**src/logic/pfm_defines.vh**
```
`ifndef PFM_DEFINES_VH
`define PFM_DEFINES_VH

// ****************************************************************
// register map
// ****************************************************************
// byte addresses of the two select registers
`define PFM_SEL_LOW_ADDR   32'hE002C000
`define PFM_SEL_HIGH_ADDR  32'hE002C004
// reset values, every pin starts as general-purpose i/o
`define PFM_SEL_LOW_RST    32'h00000000
`define PFM_SEL_HIGH_RST   2'h0
// implemented width of the high register (pin 16 field only)
`define PFM_SEL_HIGH_W     2

// ****************************************************************
// field layout and function codes
// ****************************************************************
`define PFM_FIELD_W        2
`define PFM_PIN_CNT        17
`define PFM_FUNC_GPIO      2'h0
`define PFM_FUNC_ALT1      2'h1
`define PFM_FUNC_ALT2      2'h2
`define PFM_FUNC_ALT3      2'h3
// one nibble per pin, bit k set when code k is not reserved
`define PFM_VALID_MASK     68'h7BFDFFF7777777777
// one nibble per pin, bit k set when code k is an analog input
`define PFM_ANALOG_MASK    68'h00008880000000000

// ****************************************************************
// bus answers
// ****************************************************************
`define PFM_RESP_OKAY      2'h0
`define PFM_RESP_SLVERR    2'h2

`endif

```
**src/logic/pfm_pin_mux.v**
```verilog
`include "pfm_defines.vh"
// Notes on behaviour
// - selected function alone connects to the pin
// - analog path enabled only on analog code
// - direction bit counts only under gpio
// - both select registers reset to zero
// - low register holds pins 0..15 fields
// - pins 0,1 uart0 or timer3 matches
// - pins 2..5 i2c/spi or timer0 functions
// - pins 6..8 spi, uart1 or timer functions
// - pins 9..12 uart, timer2/timer1 or analog
// - high register bits 1:0 steer pin 16
// - codes 00 gpio, then alternates one..three
module pfm_pin_mux (
  input  wire        aclk,
  input  wire        aresetn,
  input  wire        ce,                                // clock enable, low freezes all state
  // ****************************************************************
  // axi4-lite register port
  // ****************************************************************
  input  wire [31:0] awaddr,
  input  wire        awvalid,
  output wire        awready,
  input  wire [31:0] wdata,
  input  wire [3:0]  wstrb,
  input  wire        wvalid,
  output wire        wready,
  output wire [1:0]  bresp,
  output wire        bvalid,
  input  wire        bready,
  input  wire [31:0] araddr,
  input  wire        arvalid,
  output wire        arready,
  output wire [31:0] rdata,
  output wire [1:0]  rresp,
  output wire        rvalid,
  input  wire        rready,
  // ****************************************************************
  // pads and gpio
  // ****************************************************************
  input  wire [16:0] pad_in,                            // pad levels
  output wire [16:0] pad_out,                           // pad output data
  output wire [16:0] pad_oe,                            // pad driver enables
  input  wire [16:0] gpio_out,                          // gpio output data
  input  wire [16:0] port_direction_register,           // gpio direction bits
  output wire [16:0] gpio_in,                           // pad levels routed to gpio
  // ****************************************************************
  // peripheral side
  // ****************************************************************
  input  wire        first_uart_transmit,
  output wire        first_uart_receive,
  input  wire        timer3_match1_out,
  input  wire        timer3_match2_out,
  input  wire        first_i2c_clock_oe,                // open drain, pulls low
  output wire        first_i2c_clock,
  input  wire        first_i2c_data_oe,                 // open drain, pulls low
  output wire        first_i2c_data,
  output wire        timer0_capture0_in,
  input  wire        timer0_match0_out,
  input  wire        first_spi_clock_out,
  input  wire        first_spi_clock_oe,
  output wire        first_spi_clock,
  input  wire        first_spi_master_in_out,
  input  wire        first_spi_master_in_oe,
  output wire        first_spi_master_in,
  input  wire        first_spi_master_out_out,
  input  wire        first_spi_master_out_oe,
  output wire        first_spi_master_out,
  output wire        timer0_capture1_in,
  input  wire        timer0_match1_out,
  output wire        timer0_capture2_in,
  output wire        first_spi_slave_select,
  input  wire        timer2_match0_out,
  input  wire        second_uart_transmit,
  input  wire        timer2_match1_out,
  output wire        second_uart_receive,
  input  wire        timer2_match2_out,
  input  wire        second_uart_request_to_send,
  output wire        timer1_capture0_in,
  output wire        analog_channel3_en,
  output wire        second_uart_clear_to_send,
  output wire        timer1_capture1_in,
  output wire        analog_channel4_en,
  output wire        second_uart_set_ready,
  input  wire        timer1_match0_out,
  output wire        analog_channel5_en,
  input  wire        timer1_match1_out,
  input  wire        second_uart_terminal_ready,
  output wire        external_interrupt1,
  input  wire        second_sync_serial_clock_out,
  input  wire        second_sync_serial_clock_oe,
  output wire        second_sync_serial_clock,
  output wire        second_uart_carrier_detect,
  output wire        external_interrupt2,
  output wire        second_uart_ring_indicator,
  output wire        external_interrupt0,
  input  wire        timer0_match2_out
);

  // ****************************************************************
  // declarations
  // ****************************************************************
  reg  [31:0] pin_function_select_low_q;                // fields for pins 0..15
  reg  [31:0] pin_function_select_low_d;                // next low value
  reg  [1:0]  pin_function_select_high_q;               // field for pin 16
  reg  [1:0]  pin_function_select_high_d;               // next high value
  wire        wr_en;                                    // write commit pulse
  wire [31:0] wr_addr;                                  // write byte address
  wire [31:0] wr_data;                                  // write data
  wire [3:0]  wr_strb;                                  // write byte strobes
  wire        wr_ok;                                    // write address mapped
  wire [31:0] rd_addr;                                  // read byte address
  reg  [31:0] rd_data;                                  // read data
  reg         rd_ok;                                    // read address mapped
  wire [33:0] sel_all;                                  // all 17 fields packed
  wire [67:0] alt_out;                                  // alternate output data
  wire [67:0] alt_oe;                                   // alternate directions
  wire [67:0] alt_in;                                   // pad level per alternate
  wire [67:0] alt_ok;                                   // non-reserved codes
  wire [67:0] alt_ana;                                  // analog codes
  wire [16:0] analog_en;                                // analog path per pin
  integer     b;                                        // byte lane index

  // ****************************************************************
  // bus slave
  // ****************************************************************
  pfm_axil_slave u_bus (
    .aclk    (aclk),
    .aresetn (aresetn),
    .ce      (ce),
    .awaddr  (awaddr),
    .awvalid (awvalid),
    .awready (awready),
    .wdata   (wdata),
    .wstrb   (wstrb),
    .wvalid  (wvalid),
    .wready  (wready),
    .bresp   (bresp),
    .bvalid  (bvalid),
    .bready  (bready),
    .araddr  (araddr),
    .arvalid (arvalid),
    .arready (arready),
    .rdata   (rdata),
    .rresp   (rresp),
    .rvalid  (rvalid),
    .rready  (rready),
    .wr_en   (wr_en),
    .wr_addr (wr_addr),
    .wr_data (wr_data),
    .wr_strb (wr_strb),
    .wr_ok   (wr_ok),
    .rd_addr (rd_addr),
    .rd_data (rd_data),
    .rd_ok   (rd_ok)
  );

  // unmapped addresses answer with an error
  assign wr_ok = (wr_addr == `PFM_SEL_LOW_ADDR) || (wr_addr == `PFM_SEL_HIGH_ADDR);

  // ****************************************************************
  // select registers
  // ****************************************************************
  // byte-lane merge of a write into the stored fields
  always @* begin
    pin_function_select_low_d  = pin_function_select_low_q;
    pin_function_select_high_d = pin_function_select_high_q;
    if (wr_en && wr_addr == `PFM_SEL_LOW_ADDR) begin
      for (b = 0; b < 4; b = b + 1) begin
        if (wr_strb[b]) begin
          pin_function_select_low_d[8*b +: 8] = wr_data[8*b +: 8];
        end
      end
    end
    if (wr_en && wr_addr == `PFM_SEL_HIGH_ADDR && wr_strb[0]) begin
      pin_function_select_high_d = wr_data[`PFM_SEL_HIGH_W-1:0];
    end
  end

  // stored fields steer the pads from the next cycle on
  always @(posedge aclk) begin
    if (!aresetn) begin
      pin_function_select_low_q  <= `PFM_SEL_LOW_RST;
      pin_function_select_high_q <= `PFM_SEL_HIGH_RST;
    end else if (ce) begin
      pin_function_select_low_q  <= pin_function_select_low_d;
      pin_function_select_high_q <= pin_function_select_high_d;
    end
  end

  // readback of stored fields, unimplemented bits read zero
  always @* begin
    rd_data = 32'h00000000;
    rd_ok   = 1'b1;
    case (rd_addr)
      `PFM_SEL_LOW_ADDR: begin
        rd_data = pin_function_select_low_q;
      end
      `PFM_SEL_HIGH_ADDR: begin
        rd_data[`PFM_SEL_HIGH_W-1:0] = pin_function_select_high_q;
      end
      default: begin
        rd_ok = 1'b0;
      end
    endcase
  end

  // ****************************************************************
  // per-pin function tables, nibble = {alt3, alt2, alt1, gpio}
  // ****************************************************************
  // low register fields 2n+1:2n
  assign sel_all = {pin_function_select_high_q, pin_function_select_low_q};
  assign alt_ok  = `PFM_VALID_MASK;
  assign alt_ana = `PFM_ANALOG_MASK;

  assign alt_out[7:0]   = {1'b0, timer3_match2_out, 1'b0, 1'b0, 1'b0, timer3_match1_out, first_uart_transmit, 1'b0};
  assign alt_oe[7:0]    = {1'b0, 1'b1, 1'b0, 1'b0, 1'b0, 1'b1, 1'b1, 1'b0};
  assign alt_out[15:8]  = {1'b0, timer0_match0_out, 1'b0, 1'b0, 1'b0, 1'b0, 1'b0, 1'b0};
  assign alt_oe[15:8]   = {1'b0, 1'b1, first_i2c_data_oe, 1'b0, 1'b0, 1'b0, first_i2c_clock_oe, 1'b0};
  assign alt_out[23:16] = {1'b0, timer0_match1_out, first_spi_master_in_out, 1'b0,
                           1'b0, 1'b0, first_spi_clock_out, 1'b0};
  assign alt_oe[23:16]  = {1'b0, 1'b1, first_spi_master_in_oe, 1'b0, 1'b0, 1'b0, first_spi_clock_oe, 1'b0};
  assign alt_out[35:24] = {1'b0, timer2_match1_out, second_uart_transmit, 1'b0,
                           1'b0, timer2_match0_out, 1'b0, 1'b0, 1'b0, 1'b0, first_spi_master_out_out, 1'b0};
  assign alt_oe[35:24]  = {1'b0, 1'b1, 1'b1, 1'b0, 1'b0, 1'b1, 1'b0, 1'b0,
                           1'b0, 1'b0, first_spi_master_out_oe, 1'b0};
  assign alt_out[51:36] = {1'b0, timer1_match0_out, 1'b0, 1'b0, 4'h0,
                           1'b0, 1'b0, second_uart_request_to_send, 1'b0, 1'b0, timer2_match2_out, 1'b0, 1'b0};
  assign alt_oe[51:36]  = {1'b0, 1'b1, 1'b0, 1'b0, 4'h0, 1'b0, 1'b0, 1'b1, 1'b0, 1'b0, 1'b1, 1'b0, 1'b0};
  assign alt_out[63:52] = {4'h0, 1'b0, second_sync_serial_clock_out, 1'b0, 1'b0,
                           second_uart_terminal_ready, timer1_match1_out, 1'b0, 1'b0};
  assign alt_oe[63:52]  = {4'h0, 1'b0, second_sync_serial_clock_oe, 1'b0, 1'b0, 1'b1, 1'b1, 1'b0, 1'b0};
  assign alt_out[67:64] = {1'b0, timer0_match2_out, 1'b0, 1'b0};
  assign alt_oe[67:64]  = {1'b0, 1'b1, 1'b0, 1'b0};

  // inputs reach each peripheral only through its own selected pin
  assign first_uart_receive         = alt_in[5];
  assign first_i2c_clock            = alt_in[9];
  assign timer0_capture0_in         = alt_in[10];
  assign first_i2c_data             = alt_in[13];
  assign first_spi_clock            = alt_in[17];
  assign timer0_capture1_in         = alt_in[18];
  assign first_spi_master_in        = alt_in[21];
  assign first_spi_master_out       = alt_in[25];
  assign timer0_capture2_in         = alt_in[26];
  assign first_spi_slave_select     = alt_in[29];
  assign second_uart_receive        = alt_in[37];
  assign timer1_capture0_in         = alt_in[42];
  assign second_uart_clear_to_send  = alt_in[45];
  assign timer1_capture1_in         = alt_in[46];
  assign second_uart_set_ready      = alt_in[49];
  assign external_interrupt1        = alt_in[57];
  assign second_sync_serial_clock   = alt_in[58];
  assign second_uart_carrier_detect = alt_in[59];
  assign external_interrupt2        = alt_in[61];
  assign second_uart_ring_indicator = alt_in[63];
  assign external_interrupt0        = alt_in[65];
  assign analog_channel3_en         = analog_en[10];
  assign analog_channel4_en         = analog_en[11];
  assign analog_channel5_en         = analog_en[12];

  // ****************************************************************
  // pin multiplexers
  // ****************************************************************
  genvar p;
  generate
    for (p = 0; p < `PFM_PIN_CNT; p = p + 1) begin : g_pin
      pfm_pin_cell u_cell (
        .sel       (sel_all[2*p +: 2]),
        .gpio_out  (gpio_out[p]),
        .gpio_dir  (port_direction_register[p]),
        .f_out     (alt_out[4*p +: 4]),
        .f_oe      (alt_oe[4*p +: 4]),
        .f_ok      (alt_ok[4*p +: 4]),
        .f_ana     (alt_ana[4*p +: 4]),
        .pad_in    (pad_in[p]),
        .pad_out   (pad_out[p]),
        .pad_oe    (pad_oe[p]),
        .gpio_in   (gpio_in[p]),
        .f_in      (alt_in[4*p +: 4]),
        .analog_en (analog_en[p])
      );
    end
  endgenerate

endmodule

```
**src/logic/pfm_pin_cell.v**
```verilog
// ****************************************************************
// one pin: steers gpio or one alternate onto the pad
// ****************************************************************
`include "pfm_defines.vh"
module pfm_pin_cell (
  input  wire [1:0] sel,        // function code from the select field
  input  wire       gpio_out,   // gpio output data
  input  wire       gpio_dir,   // gpio direction bit, 1 = output
  input  wire [3:0] f_out,      // alternate output data per code
  input  wire [3:0] f_oe,       // alternate automatic direction per code
  input  wire [3:0] f_ok,       // code is not reserved
  input  wire [3:0] f_ana,      // code is an analog input
  input  wire       pad_in,     // level seen on the pad
  output reg        pad_out,    // level driven onto the pad
  output reg        pad_oe,     // pad driver enable
  output reg        gpio_in,    // pad level seen by gpio
  output reg  [3:0] f_in,       // pad level seen by each alternate
  output reg        analog_en   // analog interface path enabled
);

  integer k;                    // code index

  // ****************************************************************
  // exclusive routing
  // ****************************************************************
  // only the selected function sees or drives the pad
  always @* begin
    pad_out   = 1'b0;
    pad_oe    = 1'b0;
    gpio_in   = 1'b0;
    f_in      = 4'h0;
    analog_en = 1'b0;
    if (sel == `PFM_FUNC_GPIO) begin
      pad_out = gpio_out;
      pad_oe  = gpio_dir;
      gpio_in = pad_in;
    end else if (!f_ok[sel]) begin
      pad_oe = 1'b0;
    end else if (f_ana[sel]) begin
      analog_en = 1'b1;
    end else begin
      pad_out = f_out[sel];
      pad_oe  = f_oe[sel];
      for (k = 1; k < 4; k = k + 1) begin
        if (sel == k[1:0]) begin
          f_in[k] = pad_in;
        end
      end
    end
  end

endmodule

```
**src/logic/pfm_axil_slave.v**
```verilog
// ****************************************************************
// axi4-lite slave front end, one write and one read in flight
// ****************************************************************
`include "pfm_defines.vh"
module pfm_axil_slave (
  input  wire        aclk,
  input  wire        aresetn,
  input  wire        ce,
  input  wire [31:0] awaddr,
  input  wire        awvalid,
  output wire        awready,
  input  wire [31:0] wdata,
  input  wire [3:0]  wstrb,
  input  wire        wvalid,
  output wire        wready,
  output reg  [1:0]  bresp,
  output reg         bvalid,
  input  wire        bready,
  input  wire [31:0] araddr,
  input  wire        arvalid,
  output wire        arready,
  output reg  [31:0] rdata,
  output reg  [1:0]  rresp,
  output reg         rvalid,
  input  wire        rready,
  output wire        wr_en,
  output wire [31:0] wr_addr,
  output wire [31:0] wr_data,
  output wire [3:0]  wr_strb,
  input  wire        wr_ok,
  output wire [31:0] rd_addr,
  input  wire [31:0] rd_data,
  input  wire        rd_ok
);

  reg        aw_full_q;         // write address held
  reg        w_full_q;          // write data held
  reg [31:0] aw_addr_q;         // held write address
  reg [31:0] w_data_q;          // held write data
  reg [3:0]  w_strb_q;          // held byte strobes

  // accept each write channel while its holder is empty and no write answer is pending
  assign awready = ce && !aw_full_q && !bvalid;
  assign wready  = ce && !w_full_q && !bvalid;
  // a read is taken only when no read answer is pending
  assign arready = ce && !rvalid;
  // the write commits once both halves are in
  assign wr_en   = ce && aw_full_q && w_full_q && !bvalid;
  assign wr_addr = aw_addr_q;
  assign wr_data = w_data_q;
  assign wr_strb = w_strb_q;
  assign rd_addr = araddr;

  // ****************************************************************
  // channel state
  // ****************************************************************
  always @(posedge aclk) begin
    if (!aresetn) begin
      aw_full_q <= 1'b0;
      w_full_q  <= 1'b0;
      aw_addr_q <= 32'h00000000;
      w_data_q  <= 32'h00000000;
      w_strb_q  <= 4'h0;
      bvalid    <= 1'b0;
      bresp     <= `PFM_RESP_OKAY;
      rvalid    <= 1'b0;
      rresp     <= `PFM_RESP_OKAY;
      rdata     <= 32'h00000000;
    end else if (ce) begin
      // capture address
      if (awvalid && awready) begin
        aw_full_q <= 1'b1;
        aw_addr_q <= awaddr;
      end
      // capture data
      if (wvalid && wready) begin
        w_full_q <= 1'b1;
        w_data_q <= wdata;
        w_strb_q <= wstrb;
      end
      // commit and answer
      if (wr_en) begin
        aw_full_q <= 1'b0;
        w_full_q  <= 1'b0;
        bvalid    <= 1'b1;
        bresp     <= wr_ok ? `PFM_RESP_OKAY : `PFM_RESP_SLVERR;
      end else if (bvalid && bready) begin
        bvalid <= 1'b0;
      end
      // read answer one cycle after the address
      if (arvalid && arready) begin
        rvalid <= 1'b1;
        rdata  <= rd_ok ? rd_data : 32'h00000000;
        rresp  <= rd_ok ? `PFM_RESP_OKAY : `PFM_RESP_SLVERR;
      end else if (rvalid && rready) begin
        rvalid <= 1'b0;
      end
    end
  end

endmodule

```
**config.mk**
```make
export PLATFORM = sky130hd
export DESIGN_NAME = pfm_pin_mux
export DESIGN_NICKNAME = d
export VERILOG_FILES = /design/src/logic/pfm_pin_mux.v /design/src/logic/pfm_pin_cell.v /design/src/logic/pfm_axil_slave.v
export VERILOG_INCLUDE_DIRS = /design/src /design/src/logic
export SDC_FILE = /design/constraint.sdc
export NUM_CORES = 1
export LEC_CHECK = 0
export CORE_AREA = 2 2 116 118
export CTS_CLUSTER_DIAMETER = 40
export DETAILED_ROUTE_END_ITERATION = 16
export DIE_AREA = 0 0 118 120
export DONT_BUFFER_PORTS = 1
export GPL_ROUTABILITY_DRIVEN = 0
export PLACE_DENSITY_LB_ADDON = 0.15
export SYNTH_ARGS = -nofsm -noshare
export SYNTH_HDL_FRONTEND = slang
export SYNTH_SLANG_ARGS = --single-unit
```
**constraint.sdc**
```tcl
create_clock -name aclk -period 2.3 [get_ports aclk]
set_clock_uncertainty 0.15 [all_clocks]
set_input_delay 0.46 -clock aclk [delete_from_list [all_inputs] [get_ports aclk]]
set_output_delay 0.46 -clock aclk [all_outputs]
set_load 0.02 [all_outputs]
```
==> out/results.ini, run 1 <==
[final_layout]
final_area_sq_um=7179
n_fill_cell=1208
final_layout_size_suffix_gt1_share_pct=10.81
final_util_pct=55.31
area_delta_synth_final_pct=8.183
nNetsFinal=915
final_cells=916
diodes=0

[power_and_ir_drop]
peakVddDrop_mv=0.3922
power_density_nw_per_um2=776.0
p_leak_nw=2.648
p_total_mw=5.571

[floorplan]
initial_core_util_pct=51.13
ios=299
die_h_um=120
fp.dieArea_sq_um=14160
die_w_um=118
row_count=42
coreArea_sq_um=12980

[synth]
yosys_warnings=0
yosys.area_share.adder_pct=0.7541
ys.flop_type=dfxtp_1
async_flop_share_pct=0
avgSynthCellArea_sq_um=8.630
ys_seq_area_share_pct=42.23
synth-edff-count=0
synth-compound-area-share_pct=13.20
synth_xor_xnor_area_share_pct=0
synth_cells=769
ys_ff_latch=140
synth-simple-area-share_pct=27.15
synth_top_family_by_area=simple AND/OR/NAND/NOR gates
synthMuxAreaShare_pct=7.881
synth.cell_area_sq_um=6636
synth.distinct_cells=39

[setup_path]
worstPathCellList=inv_1 -> ha_1 -> o31ai_1 -> buf_4
crit_start=pin_function_select_low_q[1]$_SDFFE_PN0P_
start_kind=flop
critPathMaxStageDelay_ps=390
cp_slowest_cell=dfxtp_1
end_kind=output pin
critical_path.top_delay_family=flip-flops
r2r_slack_ps=270
cp.arrival_ps=1530
r2r_end=u_bus.rdata[29]$_SDFFE_PN0P_
worst_r2r_path_depth=5
cp.required_ps=1690
crit_buf_inv=2
r2r_start=u_bus.rvalid$_SDFFE_PN0P_
critical_path_class=reg2out
crit_fanout=4

[route]
drtAntennaViolNets=0
wl_um=15090
drt_iter0_drc=218
dr.pass1.iters=5
drc_errors=0
avgViaCountPerCell=5.373
vias=4922
wl_per_cell_um=16.48

[placed_design]
dpl_worst_slack_ps=181.8
dp_hpwl_um=10790
dp_cells=885
port_buffers=0
placed_area_sq_um=6601

[run_status]
outcome=complete, no violations

[cts]
clock_path_buffers=2
cts_tree=built
cts_made_buffers=17
clk_pin_slew_ps=60
ctsHoldBuffers=0
clock_latency_ps=420
clock-sinks=140
cts-root-buf=clkbuf_16
htreeDepth=4

[sta]
worst_slack_ps=160.0
period_needed_ps=2140
hold_violations=0
fmax_mhz=467.3
drv_slew=0
timing.hold.ws_ps=34.05
finalCritPeriodShare_pct=93.04
fin_setup_tns_ps=0
grt_setup_unrepaired=false
setup_viol=0

[grt]
grt_max_degree=146
grt.overflow.total=0
antenna_found_initial=0
track_usage_pct=21.33
grt_pass1_wl_um=23670
grt_pass1_vias=4748

[hold_path]
hp-start=awaddr[19]
worstHoldEndpoint=u_bus.wr_addr[19]$_SDFFE_PN0P_
hold_path.class=in2reg
min_path_cells=2

[job]
max-cap-violations=0

## area by class of cell
cell class,count,area [sq um],area share (%)
clock buffers,23,457.9,6.379
clock inverters,8,117.6,1.638
flip-flops and latches,140,2805,39.07
inverters,5,18.77,0.2614
well taps,176,220.2,3.067
repair buffers,34,292.8,4.078
multi-input cells,530,3267,45.50
## logic make-up (layout without fill, tap and decap cells)
logic type / after synthesis / after routing
other cells: 1 / 2
compound gates: 115 / 115
buf+inv: 100 / 70
simple gates: 357 / 357
mux: 52 / 52
fa+ha+maj: 4 / 4
flops: 140 / 140
## worst max-delay path by stage
| stage | cells past startpoint | to | slack [ps] |
|---|---|---|---|
| floorplan | 6 | u_bus.wr_addr[23]$_SDFFE_PN0P_ | 140 |
| global placement | 5 | u_bus.rdata[17]$_SDFFE_PN0P_ | 250 |
| detailed placement | 5 | u_bus.rdata[23]$_SDFFE_PN0P_ | 180 |
| CTS | 4 | pad_out[8] | 80 |
| global route | 4 | pad_out[0] | 20 |
| finish | 4 | pad_out[0] | 160 |
## repair_timing
action                     in CTS  in global routing
buffers inserted                0                  0
setup endpoints to repair       0                  1
resized for setup               0                  2
## worst register-to-register path, stage by stage, from the launching register on
cell and delay [ps]:
dfxtp_1 400, and3b_1 430, nand3_1 140, nor4_2 440
buf_12 250, a22o_1 160
## registers in the layout (all words and copies together), names as in the netlist
register and count:
u_bus.rvalid 1, u_bus.bresp 1, u_bus.w_full_q 1, u_bus.wr_addr 32, u_bus.bvalid 1, u_bus.wr_data 32
u_bus.rresp 1, u_bus.aw_full_q 1, u_bus.wr_strb 4, pin_function_select_high_q 2, u_bus.rdata 32, pin_function_select_low_q 32
## cell usage in the layout (no fill, tap or decap), drive strengths merged
master and count:
nor2 44, nand2 221, and4b 2, clkinv 4
nor3 3, nor4bb 1, nor3b 16, bufinv 3
and3b 16, inv 5, a21oi 2, and3 4
nand2b 6, nand3b 1, ha 4, buf 34
nor2b 5, conb 2, a21boi 68, a21o 1
clkbuf 23, a31o 2, o21ai 8, dfxtp 140
nor4 14, a31oi 2, nor4b 3, mux2 2
and2 13, o31ai 2, nand4 3, a22o 30
nand3 5, clkinvlp 1, mux2i 50
## report_power, final
part | leakage, nW | switching (mW) | internal [mW]
Clock | 0.281 | 0.957 | 1.72
Sequential | 1.14 | 0.0450 | 2.49
Combinational | 1.23 | 0.219 | 0.143
## layer usage
metal / share of wire [%] / routed length [um] / track usage [%] / up-vias
li1: - / - / - / 2445
met1: 40 / 6079 / 23.22 / 2265
met5: 0 / 0 / 0 / -
met2: 51 / 7745 / 38.23 / 201
met4: 0.96 / 145 / 7.380 / 0
met3: 7.4 / 1121 / 7.795 / 11
## cell usage after synthesis (3+ instances only)
library cell  instances  share of area [%]
nand3_1               4               0.30
mux2i_1              50                7.5
clkbuf_1             34                1.9
and3b_1              16                2.1
buf_4                53                6.0
dfxtp_1             140                 42
nand2_1             221                 13
ha_1                  4               0.75
nor3b_1              16                1.8
and3_1                4               0.38
o21ai_0               8               0.60
nand2b_1              6               0.57
nor4_1                6               0.57
inv_1                 5               0.28
nor2b_1               5               0.47
nor4_4                7                2.2
a21boi_0             68                7.7
buf_1                 4               0.23
buf_2                 4               0.30
nor2_1               44                2.5
a22o_1               30                4.0
nor3_1                3               0.23
and2_1               13                1.2
Power figures use the tool's default switching activity.
==> run 2, diff against run 1 <==
==> constraint.sdc (replaced) <==
create_clock -name aclk -period 2 [get_ports aclk]
set_clock_uncertainty 0.15 [all_clocks]
set_input_delay 0.4 -clock aclk [delete_from_list [all_inputs] [get_ports aclk]]
set_output_delay 0.4 -clock aclk [all_outputs]
set_load 0.02 [all_outputs]
==> run 2 against run 1 <==
Compared with the run above: highest routed layer unchanged; via count is 9.1% higher; combinational power is 67% higher; wire length is 13% higher.
==> out/results.ini, run 2 (synthesis results as in run 1) <==
[run_status]
outcome=complete, no violations  ; unchanged

[setup_path]
worstPathCellList=buf_6 -> ha_4 -> o31ai_4 -> buf_6  ; was inv_1 -> ha_1 -> o31ai_1 -> buf_4
worst_r2r_path_depth=5  ; unchanged
cp_slowest_cell=dfxtp_2  ; was dfxtp_1
critPathMaxStageDelay_ps=330  ; was 390 ps
cp_common_cell=buf_6
critical_path.top_delay_family=flip-flops  ; unchanged
crit_fanout=3  ; was 4
r2r_slack_ps=80  ; was 270 ps
path_depth=4  ; unchanged
endpoint=pad_out[0]  ; unchanged
cp.arrival_ps=1410  ; was 1530 ps
r2r_end=pin_function_select_low_q[30]$_SDFFE_PN0P_  ; was u_bus.rdata[29]$_SDFFE_PN0P_
cp.required_ps=1450  ; was 1690 ps
crit_start=pin_function_select_low_q[0]$_SDFFE_PN0P_  ; was pin_function_select_low_q[1]$_SDFFE_PN0P_
r2r_start=u_bus.wr_addr[24]$_SDFFE_PN0P_  ; was u_bus.rvalid$_SDFFE_PN0P_
start_kind=flop  ; unchanged
end_kind=output pin  ; unchanged
crit_buf_inv=2  ; unchanged
critical_path_class=reg2out  ; unchanged

[sta]
fin_setup_tns_ps=0  ; unchanged
finalCritPeriodShare_pct=98.07
hold_violations=0  ; unchanged
setup_viol=0  ; unchanged
grt_setup_unrepaired=true  ; was false
period_needed_ps=1961
relSlewSlack_pct=45.95
drv_slew=0  ; unchanged
worstMarginPinSlew_ps=799.5
fmax_mhz=509.9

[final_layout]
multi_input_area_sq_um=3372  ; was 3267 sq um
area_delta_synth_final_pct=24.28  ; was 8.183%
final_area_sq_um=8248  ; was 7179 sq um
nNetsFinal=992  ; was 915
layout_commonest_cell=nand2_1  ; unchanged
final_cells=996  ; was 916
final_util_pct=63.54  ; was 55.31%
final_cell_mix=nand2_1 (221), dfxtp_1 (132), a21boi_0 (68), dlygate4sd3_1 (68), mux2i_1 (49)  ; was nand2_1 (221), dfxtp_1 (138), a21boi_0 (68), mux2i_1 (50), nor2_1 (44)
n_fill_cell=1092  ; was 1208
regArea_sq_um=2820  ; was 2805 sq um
final_layout_size_suffix_gt1_share_pct=14.08  ; was 10.81%

[cts]
clock_path_buffers=2  ; unchanged
clock-sinks=140  ; unchanged
clock_latency_ps=420  ; about the same
cts-root-buf=clkbuf_16  ; unchanged
cts_made_buffers=17  ; unchanged
htreeDepth=4  ; unchanged
clk_pin_slew_ps=60  ; about the same
cts_tree=built  ; unchanged

[grt]
antenna_found_initial=3  ; was 0
grt_pass1_vias=5329  ; was 4748
grt.overflow.total=0  ; unchanged
track_usage_pct=23.62  ; was 21.33%
grt_pass1_wl_um=26480  ; was 23670 um
grt_max_degree=86  ; was 146

[floorplan]
die_h_um=120  ; unchanged
row_count=42  ; unchanged
fp.dieArea_sq_um=14160  ; unchanged
ios=299  ; unchanged
die_w_um=118  ; unchanged
initial_core_util_pct=51.13  ; unchanged
coreArea_sq_um=12980  ; unchanged

[placed_design]
dp_cells=890  ; was 885
port_buffers=0  ; unchanged
dp_hpwl_um=11210  ; was 10790 um
placed_area_sq_um=6711  ; was 6601 sq um

[route]
drt_iter0_drc=207  ; was 218
avgViaCountPerCell=5.394  ; was 5.373
drc_errors=0  ; unchanged
dr.pass1.iters=6  ; was 5
drtAntennaViolNets=0  ; unchanged
vias=5372  ; was 4922
wl_um=16990  ; was 15090 um
wl_per_cell_um=17.06  ; was 16.48 um

[hold_path]
hold_path.class=in2reg  ; unchanged

[power_and_ir_drop]
p_total_mw=6.962  ; was 5.571 mW
p_leak_nw=3.078  ; was 2.648 nW
power_density_nw_per_um2=844.1  ; was 776.0 nW/um^2
peakVddDrop_mv=0.5083  ; was 0.3922 mV

[job]
max-cap-violations=0  ; unchanged

## run 2: changes by cell type in the layout (fill, tap and decap cells not counted), moves of 4 or more
cell           change
dlygate4sd3_1     +68
clkbuf_1           -5
buf_12             +6
inv_1              -4
dfxtp_1            -6
buf_6              +5
## run 2: layer usage
layer | vias up | wire (um) | track usage, % | part of all wire [%]
met3 | 24 | 1151 | 8.032 | 6.8
met1 | 2516 | 6835 | 25.53 | 40
li1 | 2604 | - | - | -
met2 | 228 | 8655 | 42.73 | 51
met4 | 0 | 350 | 8.735 | 2.1
met5 | - | 0 | 0 | 0
## run 2: worst reg2reg max path, cell delays in order, from the launching register on
cell and delay, ps:
dfxtp_2 330, nor4_4 330, nand4_4 260, nor4_4 400
buf_12 180, mux2i_1 190
## run 2: what timing repair did
item / CTS / global route
endpoints found under the setup margin: 6 / 23
resized for setup: 13 / 26
setup buffers: 0 / 2
hold buffers: 70 / 0
pin swaps: 2 / 12
hold endpoints to repair: 90 / 0
## run 2: area by class of cell
cell class	instances	area share, %
inverters	5	0.3186
clock inverters	12	2.351
repair buffers	111	14.00
diodes	3	0.09102
flip-flops and latches	140	34.19
multi-input cells	530	40.88
clock buffers	19	5.492
well taps	176	2.670
## run 2: worst min-delay path by stage
stage / from / end / slack, ps / depth (start not counted)
finish: aresetn / pin_function_select_low_q[13]$_SDFFE_PN0P_ / 10 / 2
global route: aresetn / pin_function_select_low_q[13]$_SDFFE_PN0P_ / 1 / 2
CTS: aresetn / pin_function_select_low_q[13]$_SDFFE_PN0P_ / 2 / 2
detailed placement: u_bus.wr_data[28]$_SDFFE_PN0P_ / pin_function_select_low_q[28]$_SDFFE_PN0P_ / 300 / 2
global placement: u_bus.wr_data[15]$_SDFFE_PN0P_ / pin_function_select_low_q[15]$_SDFFE_PN0P_ / 290 / 2
floorplan: u_bus.wr_data[30]$_SDFFE_PN0P_ / pin_function_select_low_q[30]$_SDFFE_PN0P_ / 290 / 2
## run 2: stage by stage
stage	setup WS [ps]	hold WS [ps]
2_1_floorplan	45.28	288.3
5_1_grt	-22.06	1.369
3_5_place_dp	-279.5	302.5
4_1_cts	-13.26	1.809
3_3_place_gp	-269.6	291.9
6_report	38.69	14.11
## run 2: where the power goes
group / total [mW] / leakage, nW / internal (mW) / switching (mW)
Combinational: 0.604 / 1.62 / 0.277 / 0.327
Clock: 3.45 / 0.315 / 2.26 / 1.18
Sequential: 2.91 / 1.14 / 2.86 / 0.0536
Total: 6.96 / 3.08 / 5.40 / 1.56
==> run 3, diff against run 2 <==
--- a/config.mk
+++ b/config.mk
@@ -6,10 +6,11 @@
 export SDC_FILE = /design/constraint.sdc
 export NUM_CORES = 1
 export LEC_CHECK = 0
-export CORE_AREA = 2 2 116 118
+export CORE_AREA = 2 2 117 119
+export CTS_BUF_LIST = sky130_fd_sc_hd__clkbuf_8
 export CTS_CLUSTER_DIAMETER = 40
 export DETAILED_ROUTE_END_ITERATION = 16
-export DIE_AREA = 0 0 118 120
+export DIE_AREA = 0 0 119 121
 export DONT_BUFFER_PORTS = 1
 export GPL_ROUTABILITY_DRIVEN = 0
 export PLACE_DENSITY_LB_ADDON = 0.15
==> run 3 against run 2 <==
Compared with the run above: count of clock-buffer cells in the layout decreased by 1; wire length increased by 7.7%; die area increased by 1.7%; sequential power about the same; combinational power increased by 2%; critical path type unchanged; critical endpoint is now pad_out[8]; largest power group is now registers; highest routed layer is now met5.
==> out/results.ini, run 3 (synthesis results as in run 1) <==
[route]
dr.pass1.iters=4  ; was 6
drtAntennaViolNets=0  ; unchanged
vias=5687  ; was 5372
wl_um=18300  ; was 16990 um
avgViaCountPerCell=5.406  ; was 5.394
wl_per_cell_um=17.39  ; was 17.06 um
drc_errors=0  ; unchanged
drt_iter0_drc=272  ; was 207

[final_layout]
layout_commonest_cell=nand2_1  ; unchanged
final_util_pct=65.99  ; was 63.54%
multi_input_area_sq_um=3421  ; was 3372 sq um
final_layout_size_suffix_gt1_share_pct=15.31  ; was 14.08%
regArea_sq_um=2824  ; was 2820 sq um
nNetsFinal=1049  ; was 992
area_delta_synth_final_pct=30.11  ; was 24.28%
final_cells=1052  ; was 996
n_fill_cell=1039  ; was 1092
final_cell_mix=nand2_1 (221), dfxtp_1 (129), dlygate4sd3_1 (117), a21boi_0 (68), mux2i_1 (48)  ; was nand2_1 (221), dfxtp_1 (132), a21boi_0 (68), dlygate4sd3_1 (68), mux2i_1 (49)

[setup_path]
crit_fanout=3  ; unchanged
cp_slowest_cell=dfxtp_2  ; unchanged
critical_path_class=reg2out  ; unchanged
worstPathCellList=buf_6 -> ha_4 -> o31ai_2 -> buf_4  ; was buf_6 -> ha_4 -> o31ai_4 -> buf_6
start_kind=flop  ; unchanged
end_kind=output pin  ; unchanged
cp.required_ps=1450  ; about the same
cp.arrival_ps=1440  ; was 1410 ps
r2r_slack_ps=70  ; was 80 ps
critPathMaxStageDelay_ps=330  ; about the same

[cts]
clock-sinks=140  ; unchanged
clock_latency_ps=440  ; was 420 ps
cts_tree=built  ; unchanged
clock_path_buffers=2  ; unchanged
cts_made_buffers=17  ; unchanged
htreeDepth=4  ; unchanged
cts-root-buf=clkbuf_8  ; was clkbuf_16
clk_pin_slew_ps=70  ; was 60 ps

[floorplan]
ios=299  ; unchanged
initial_core_util_pct=50.72  ; was 51.13%
die_w_um=119  ; was 118 um
coreArea_sq_um=13090  ; was 12980 sq um
fp.dieArea_sq_um=14400  ; was 14160 sq um
die_h_um=121  ; was 120 um
row_count=42  ; unchanged

[power_and_ir_drop]
p_leak_nw=3.153  ; was 3.078 nW
switching_share_pct=23.72  ; was 22.44%
p_total_mw=6.093  ; was 6.962 mW
p_seq_share_pct=47.7  ; was 41.8%
clockPowerShare_pct=42.2  ; was 49.5%
power_density_nw_per_um2=705.7  ; was 844.1 nW/um^2
p_comb_share_pct=10.1  ; was 8.7%
power_switching_mw=1.445  ; was 1.562 mW
peakVddDrop_mv=0.5268  ; was 0.5083 mV
power.internal_mw=4.648  ; was 5.400 mW

[placed_design]
dp_hpwl_um=12040  ; was 11210 um
port_buffers=0  ; unchanged
dp_cells=890  ; unchanged

[sta]
setup_viol=0  ; unchanged
fmax_mhz=502.4  ; was 509.9 MHz
fin_setup_tns_ps=0  ; unchanged
drv_slew=0  ; unchanged
grt_setup_unrepaired=true  ; unchanged
finalCritPeriodShare_pct=99.51  ; was 98.07%
period_needed_ps=1990  ; was 1961 ps
hold_violations=0  ; unchanged

[grt]
antenna_found_initial=2  ; was 3
grt_max_degree=93  ; was 86
grt_pass1_wl_um=27950  ; was 26480 um
track_usage_pct=24.83  ; was 23.62%
grt_pass1_vias=5673  ; was 5329
grt.overflow.total=0  ; unchanged

[run_status]
outcome=complete, no violations  ; unchanged

[hold_path]
hold_path.class=in2reg  ; unchanged

[job]
max-cap-violations=0  ; unchanged

run 3: cell count changes in the layout (fill, tap and decap cells not counted), sizes merged:
cell         previous run  this run
buf                    43        51
dlygate4sd3            68       117
inv                     5         7
clkbuf                 19        18
diode                   3         1
run 3: routing by layer:
metal	routed length (um)	global-route usage, %	share of wire [%]
met5	13	0	0.071
met4	453	10.19	2.5
met3	1179	6.532	6.4
met2	9440	45.69	52
met1	7211	26.98	39
run 3: final cells by class:
type	count	area share, %
clock buffers	18	2.869
repair buffers	168	19.62
multi-input cells	530	39.62
inverters	5	0.2753
flip-flops and latches	140	32.71
diodes	1	0.02898
clock inverters	14	2.333
well taps	176	2.550
run 3: worst paths after layout:
kind                                                            startpoint  cells after the start                                    endpoint
worst max register to register               u_bus.wr_addr[8]$_SDFFE_PN0P_                      5  pin_function_select_low_q[29]$_SDFFE_PN0P_
worst max-delay path            pin_function_select_low_q[16]$_SDFFE_PN0P_                      4                                  pad_out[8]
worst min-delay path                                            araddr[21]                      4                 u_bus.rresp[1]$_SDFFE_PN0P_
worst min register to register               u_bus.wr_data[3]$_SDFFE_PN0P_                      2               u_bus.wr_data[3]$_SDFFE_PN0P_
run 3: power groups by stage:
stage	Combinational, mW	Sequential (mW)	Clock [mW]
6_report	0.614	2.91	2.57
5_1_grt	0.664	2.92	2.75
4_1_cts	0.601	2.91	2.61
3_5_place_dp	0.440	2.97	0
3_3_place_gp	0.431	2.97	0
2_1_floorplan	0.433	2.97	0
run 3: timing repair:
item                                    4_1_cts  5_1_grt
hold buffers                                118        0
resized for setup                            24       26
buffers inserted                              5        6
pin swaps                                     4        8
hold endpoints to repair                    110        0
cloned                                        0        0
endpoints found under the setup margin        9       40
run 3: per-stage QoR:
step / hold slack, ps / setup WS (ps) / cell area, sq um
after global placement: 291.2 / -123.8 / 6711
after floorplan: 288.3 / 45.28 / 6650
after global routing: 124.8 / -61.24 / 8635
after detailed placement: 302.3 / -60.66 / 6711
final: 128.0 / 9.735 / 8635
after CTS: 104.8 / -32.29 / 8476
run 3: worst max-delay path, delay by kind of cell, from the launching register on:
| family | cells | cell delay [ps] |
|---|---|---|
| flops | 1 | 330 |
| compound gates | 1 | 230 |
| fa+ha+maj | 1 | 150 |
| buf+inv | 2 | 290 |
